## config.mk

```make
export PLATFORM = sky130hd
export DESIGN_NAME = dmv_decode
export DESIGN_NICKNAME = d
export VERILOG_FILES = /design/src/hdl/dmv_pkg.sv /design/src/hdl/dmv_decode.sv
export SDC_FILE = /design/constraint.sdc
export NUM_CORES = 1
export LEC_CHECK = 0
export BUFFER_PORTS_ARGS = -buffer_cell sky130_fd_sc_hd__buf_2
export CAP_MARGIN = 30
export CORE_ASPECT_RATIO = 0.6
export CORE_MARGIN = 2
export CORE_UTILIZATION = 49
export DETAILED_ROUTE_END_ITERATION = 16
export PLACE_DENSITY = 0.82
export SYNTH_ARGS = -nofsm -noshare
export SYNTH_HDL_FRONTEND = slang
export SYNTH_SLANG_ARGS = --single-unit
```

## constraint.sdc

```tcl
create_clock -name clk -period 1.75 [get_ports clk]
set_input_delay 0 -clock clk [delete_from_list [all_inputs] [get_ports clk]]
set_output_delay 0 -clock clk [all_outputs]
set_load 0.01 [all_outputs]
```

## src/hdl/dmv_pkg.sv

```systemverilog
// Package with encodings and field layout of the data-move instruction group
package dmv_pkg;
  localparam int unsigned DMV_IW = 14;
  localparam int unsigned DMV_DW = 8;
  localparam int unsigned DMV_AW = 7;
  localparam int unsigned DMV_DIR_BIT = 7;
  localparam logic [5:0] DMV_MOVE_TOP = 6'h08;
  localparam logic [3:0] DMV_LIT_TOP = 4'hC;
  localparam logic [6:0] DMV_STORE_TOP = 7'h01;
  localparam logic [13:0] DMV_IDLE_MASK = 14'h3F9F;
  localparam logic [13:0] DMV_IDLE_CODE = 14'h0000;
  localparam logic [7:0] DMV_ACC_RST = 8'h00;
  typedef enum logic [2:0] {
    DMV_OP_NONE,
    DMV_OP_IDLE,
    DMV_OP_LIT,
    DMV_OP_MOVE,
    DMV_OP_STORE
  } dmv_op_t;
endpackage : dmv_pkg

```

## src/hdl/dmv_decode.sv

```systemverilog
// Decode and execute logic for the data-move instruction group
`timescale 1ns/1ps
module dmv_decode import dmv_pkg::*; #(
  parameter int unsigned ADDR_W = DMV_AW
) (
  input wire logic clk,
  input wire logic nrst,
  input wire logic instr_valid,
  input wire logic [DMV_IW-1:0] instr,
  output logic [ADDR_W-1:0] file_raddr,
  input wire logic [DMV_DW-1:0] file_rdata,
  input wire logic zero_in,
  output logic file_we,
  output logic [ADDR_W-1:0] file_waddr,
  output logic [DMV_DW-1:0] file_wdata,
  output logic zero_we,
  output logic zero_out,
  output logic [DMV_DW-1:0] acc,
  output logic illegal
);
  // Widths of the opcode prefixes, derived from the package encodings
  localparam int unsigned LIT_TOP_W = $bits(DMV_LIT_TOP);
  localparam int unsigned MOVE_TOP_W = $bits(DMV_MOVE_TOP);
  localparam int unsigned STORE_TOP_W = $bits(DMV_STORE_TOP);

  // The address field width is fixed by the word layout
  if (ADDR_W != DMV_AW) begin : g_addr_w_check
    $error("dmv_decode: ADDR_W must match the address field of the word");
  end

  // Decoded operation and instruction fields
  dmv_op_t op;
  logic [ADDR_W-1:0] faddr;
  logic [DMV_DW-1:0] literal;
  logic dir_to_file;
  logic rdata_zero;
  logic hit_lit;
  logic hit_move;
  logic hit_store;
  logic hit_idle;

  // Accumulator
  logic [DMV_DW-1:0] acc_r;
  logic [DMV_DW-1:0] acc_nxt;

  // File write port
  logic we_r;
  logic we_nxt;
  logic [ADDR_W-1:0] wa_r;
  logic [ADDR_W-1:0] wa_nxt;
  logic [DMV_DW-1:0] wd_r;
  logic [DMV_DW-1:0] wd_nxt;

  // Zero flag update
  logic zwe_r;
  logic zwe_nxt;
  logic z_r;
  logic z_nxt;

  // Refused word pulse
  logic ill_r;
  logic ill_nxt;

  // Instruction fields
  assign faddr = instr[ADDR_W-1:0];
  assign literal = instr[DMV_DW-1:0];
  assign dir_to_file = instr[DMV_DIR_BIT];
  assign rdata_zero = (file_rdata == '0);

  // Combinational read port, so the value is ready within the word's cycle
  assign file_raddr = faddr;

  // Opcode prefix matches
  always_comb begin
    hit_lit = (instr[DMV_IW-1 -: LIT_TOP_W] == DMV_LIT_TOP);
    hit_move = (instr[DMV_IW-1 -: MOVE_TOP_W] == DMV_MOVE_TOP);
    hit_store = (instr[DMV_IW-1 -: STORE_TOP_W] == DMV_STORE_TOP);
    hit_idle = ((instr & DMV_IDLE_MASK) == DMV_IDLE_CODE);
  end

  // Operation select; the literal don't-care bits are not looked at
  always_comb begin
    op = DMV_OP_NONE;
    if (!instr_valid) begin
      op = DMV_OP_NONE;
    end else if (hit_lit) begin
      op = DMV_OP_LIT;
    end else if (hit_move) begin
      op = DMV_OP_MOVE;
    end else if (hit_store) begin
      op = DMV_OP_STORE;
    end else if (hit_idle) begin
      op = DMV_OP_IDLE;
    end else begin
      op = DMV_OP_NONE;
    end
  end

  // Accumulator next value
  always_comb begin
    acc_nxt = acc_r;
    case (op)
      DMV_OP_LIT: begin
        acc_nxt = literal;
      end
      DMV_OP_MOVE: begin
        if (!dir_to_file) begin
          acc_nxt = file_rdata;
        end
      end
      DMV_OP_IDLE: begin
        acc_nxt = acc_r;
      end
      default: begin
        acc_nxt = acc_r;
      end
    endcase
  end

  always_ff @(posedge clk) begin
    if (!nrst) begin
      acc_r <= DMV_ACC_RST;
    end else begin
      acc_r <= acc_nxt;
    end
  end

  // File write port next values; address and data hold between writes
  always_comb begin
    we_nxt = 1'b0;
    wa_nxt = wa_r;
    wd_nxt = wd_r;
    case (op)
      DMV_OP_MOVE: begin
        if (dir_to_file) begin
          we_nxt = 1'b1;
          wa_nxt = faddr;
          wd_nxt = file_rdata;
        end
      end
      DMV_OP_STORE: begin
        we_nxt = 1'b1;
        wa_nxt = faddr;
        wd_nxt = acc_r;
      end
      DMV_OP_IDLE: begin
        we_nxt = 1'b0;
      end
      default: begin
        we_nxt = 1'b0;
      end
    endcase
  end

  always_ff @(posedge clk) begin
    if (!nrst) begin
      we_r <= 1'b0;
      wa_r <= '0;
      wd_r <= '0;
    end else begin
      we_r <= we_nxt;
      wa_r <= wa_nxt;
      wd_r <= wd_nxt;
    end
  end

  // Zero flag next values; between updates the output follows the status flag
  always_comb begin
    zwe_nxt = 1'b0;
    z_nxt = zero_in;
    case (op)
      DMV_OP_MOVE: begin
        zwe_nxt = 1'b1;
        z_nxt = rdata_zero;
      end
      DMV_OP_IDLE: begin
        zwe_nxt = 1'b0;
      end
      default: begin
        // Literal load and store leave the flag alone
        zwe_nxt = 1'b0;
      end
    endcase
  end

  always_ff @(posedge clk) begin
    if (!nrst) begin
      zwe_r <= 1'b0;
      z_r <= 1'b0;
    end else begin
      zwe_r <= zwe_nxt;
      z_r <= z_nxt;
    end
  end

  // A valid word outside the group is flagged and otherwise ignored
  always_comb begin
    ill_nxt = 1'b0;
    if (instr_valid && (op == DMV_OP_NONE)) begin
      ill_nxt = 1'b1;
    end
  end

  always_ff @(posedge clk) begin
    if (!nrst) begin
      ill_r <= 1'b0;
    end else begin
      ill_r <= ill_nxt;
    end
  end

  // Outputs other than file_raddr come straight from the registers
  assign acc = acc_r;
  assign file_we = we_r;
  assign file_waddr = wa_r;
  assign file_wdata = wd_r;
  assign zero_we = zwe_r;
  assign zero_out = z_r;
  assign illegal = ill_r;
endmodule : dmv_decode

```

==> results by group <==
GRT
  – Global route total overflow: 0
  – Largest net degree at the start of global routing: 21
  – First-pass GRT wire length: 5733 um
  – Antenna violations before repair: 0
  – Tot GR Track Use: 24.14%
  – Vias in the first global route: 1226

Clocking
  – Worst-path clk slew: 0.09 ns
  – CTS tree: yes
  – Root buf cell: clkbuf_8
  – Post-CTS Setup Inserts: 0
  – Max Root-Sink Buffers: 2
  – Post-CTS sizing: 0
  – Clock Sinks: 27
  – Worst-Skew Late Latency: 0.27 ns
  – Num CTS Buffers: 3
  – H-tree lvl count: 1

Critical path
  – Reg-to-reg slack, setup: 0.57 ns
  – Worst Setup Path Type: in2reg
  – Critical R2R Capture: file_wdata[0]$_SDFFE_PN0P_
  – Critical Path Max Stage Delay: 0.55 ns
  – CP Launch Type: primary input
  – Critical Path Sink Type: flop
  – Worst path buffer plus inverter count: 2
  – CP max stage cell: or4_1
  – Worst EP required: 1.89 ns
  – R2R depth: 3
  – Delay-heaviest family, CP: buffers and inverters
  – R2R Path Start: acc[0]$_SDFFE_PN0P_
  – Critical path data arrival time: 1.50 ns
  – Peak fanout along the critical path: 4
  – Worst-path cell chain: dlygate4sd3_1 > buf_2 > or4_1 > o21ai_0 > a311oi_1

Timing
  – Final cycle utilization of the critical path: 78.10%
  – Hold Violations, Final: 0
  – Least-Margin Pin Slew: 0.7572 ns
  – RSZ-0062 raised after global routing: false
  – Endpoints failing setup: 0
  – Clk_skew: 0.0004919 ns
  – FMAX: 731.7 MHz
  – Max-slew violations: 0
  – Min Tclk post-route: 1.367 ns
  – Max transition margin: 49.47%
  – Setup TNS: 0 ns

Floorplan
  – DIE HEIGHT: 44.00 um
  – I/O pin cnt: 60
  – Die area: 0.003108 mm2
  – # rows: 14
  – Core area: 0.002522 mm2
  – Starting Density: 51.79%
  – Die Width: 70.66 um

Logic synthesis
  – Top FF cell, synth: dfxtp_1
  – Post-synth EDFFs: 0
  – Cell count after synthesis: 140
  – Ys async rst share: 0%
  – Sequential share of the synthesized area: 41.38%
  – Cell Area, Synth: 0.001306 mm2
  – Mapped Nets: 166
  – Post-synthesis register bit count: 27
  – Synth area leaders: dfxtp_1 (41%), mux2i_1 (11%), a21oi_1 (8.4%), a211oi_2 (7.7%), nand2_1 (4.9%)
  – Top-area cell type share of the netlist area: 41.38%
  – Yosys cell types: 26
  – Dominant cell type by area after synthesis: dfxtp_1
  – Synth warnings: 0
  – Synth Area per Inst: 9.330 um2

Route
  – DR vias: 1293
  – Vias per std cell: 5.622
  – Average routed wire per standard cell: 15.81 um
  – Antenna Nets Post-Route: 0
  – Final wirelength: 3637 um
  – DRC violations left: 0
  – 1st-iter DRT viols: 51
  – First-pass iteration count of the detailed router: 4

Place
  – Final HPWL DP: 2739 um
  – Placed cell area: 0.001567 mm2
  – GP Congestion: 0.8726
  – # port buffers: 59

Final layout
  – Most frequent cells in the layout: buf_2 (59), dfxtp_1 (27), a21oi_1 (22), nand2_1 (17), mux2i_1 (14)
  – Layout cells sized above 1: 39.90%
  – Fillcell total: 213
  – Diode count: 0
  – Nets: 225
  – Final instance area: 0.001672 mm2
  – Most common cell after layout, fill and taps aside: buf_2
  – Syn-to-layout area delta: 27.97%

Pwr
  – Clk pwr share: 30.6%
  – Sw Ratio: 24.88%
  – Sequential share of power: 55.1%
  – Internal power: 0.8565 mW
  – Pwr per Cell Area: 682.1 mW/mm2
  – Static Leakage: 0.8038 nW
  – Peak VDD IR: 0.0003925 V
  – Comb pwr share: 14.3%
  – Psw: 0.2837 mW

Min path
  – Hold crit path type: in2reg
  – Hold path cells: 3
  – Hold path endpoint: file_waddr[6]$_SDFFE_PN0P_
  – HP Start: instr[6]

Job
  – Total of max-cap violations: 0

Status
  – Status: finished clean
-- synth_stat cells, drive strengths merged, types with 2 or more instances --
master and n:
dfxtp 27, a21oi 22, nand2 17, buf 14, mux2i 14, a211oi 8, nor2 7, o21ai 6
clkbuf 3, nor3 3, or4 3, a2111oi 2, inv 2, nand4 2, nor2b 2, or3 2
-- power by group through the flow --
| stage | clock [mW] | sequential, mW | combinational [mW] |
|---|---|---|---|
| 6_report | 0.348 | 0.628 | 0.163 |
| 5_1_grt | 0.382 | 0.630 | 0.176 |
| 4_1_cts | 0.357 | 0.628 | 0.161 |
| 3_5_place_dp | 0 | 0.643 | 0.149 |
| 3_3_place_gp | 0 | 0.642 | 0.144 |
| 2_1_floorplan | 0 | 0.647 | 0.0810 |
-- worst reg2reg max path, delay by kind of cell (launching register included) --
family | cells | cell delay (ns)
AND/OR/NAND/NOR | 2 | 0.22
flip-flops | 1 | 0.34
AO/OA/AOI/OAI | 1 | 0.50
-- metrics by stage --
step / hold WS, ns / util, % / setup slack, ns / power [mW] / cells
after floorplan: 0.09177 / - / 0.6448 / 0.7275 / 140
after global placement: 0.2219 / 62.10 / 0.3648 / 0.7860 / 220
after detailed placement: 0.2257 / 62.10 / 0.2787 / 0.7919 / 220
after CTS: 0.01287 / 66.27 / 0.4183 / 1.146 / 230
after global routing: 0.01149 / 66.27 / 0.3344 / 1.187 / 230
final: 0.01250 / 66.27 / 0.3833 / 1.140 / 230
-- flip-flops by register name (all words and copies together) (netlist names) --
name,count
acc,8
file_wdata,8
file_waddr,7
file_we,1
illegal,1
zero_out,1
zero_we,1
-- what timing repair did --
| item | CTS | global route |
|---|---|---|
| hold buffers | 6 | 0 |
| setup endpoints to repair | 0 | 0 |
| hold endpoints to repair | 6 | 0 |
-- cell type report --
type / count / area (um2) / area share [%]
timing repair buffer: 71 / 400.4 / 23.95
inverter: 2 / 7.507 / 0.4491
multi-input combinational: 94 / 638.1 / 38.17
sequential: 27 / 540.5 / 32.34
clock buffer: 4 / 45.04 / 2.695
tap: 32 / 40.04 / 2.395
-- cells by family (layout without fill, tap and decap cells) --
kind of cell / count (synthesis) / in the layout / share of synthesized area, %
multiplexers: 14 / 14 / 10.73
AND/OR/NAND/NOR: 40 / 40 / 16.47
AO/OA/AOI/OAI: 40 / 40 / 21.65
buffers and inverters: 19 / 77 / 9.770
flip-flops: 27 / 27 / 41.38
-- how the worst max path moves through the flow --
stage / slack [ns] / end / from / depth (start not counted)
after global placement: 0.36 / acc[5]$_SDFFE_PN0P_ / instr[11] / 5
after CTS: 0.42 / illegal$_SDFF_PN0_ / instr[1] / 5
after detailed placement: 0.28 / acc[3]$_SDFFE_PN0P_ / instr[11] / 5
after floorplan: 0.64 / acc[0]$_SDFFE_PN0P_ / instr[10] / 6
after global routing: 0.33 / illegal$_SDFF_PN0_ / instr[1] / 5
final: 0.38 / illegal$_SDFF_PN0_ / instr[1] / 5
-- routing by layer --
layer | vias to the layer above | share of wire (%) | track usage (%)
li1 | 611 | - | -
met1 | 597 | 44 | 31.18
met2 | 69 | 45 | 38.87
met3 | 16 | 7.9 | 6.977
met4 | 0 | 3.5 | 9.811
met5 | - | 0 | 0
(Power assumes the default switching activity.)
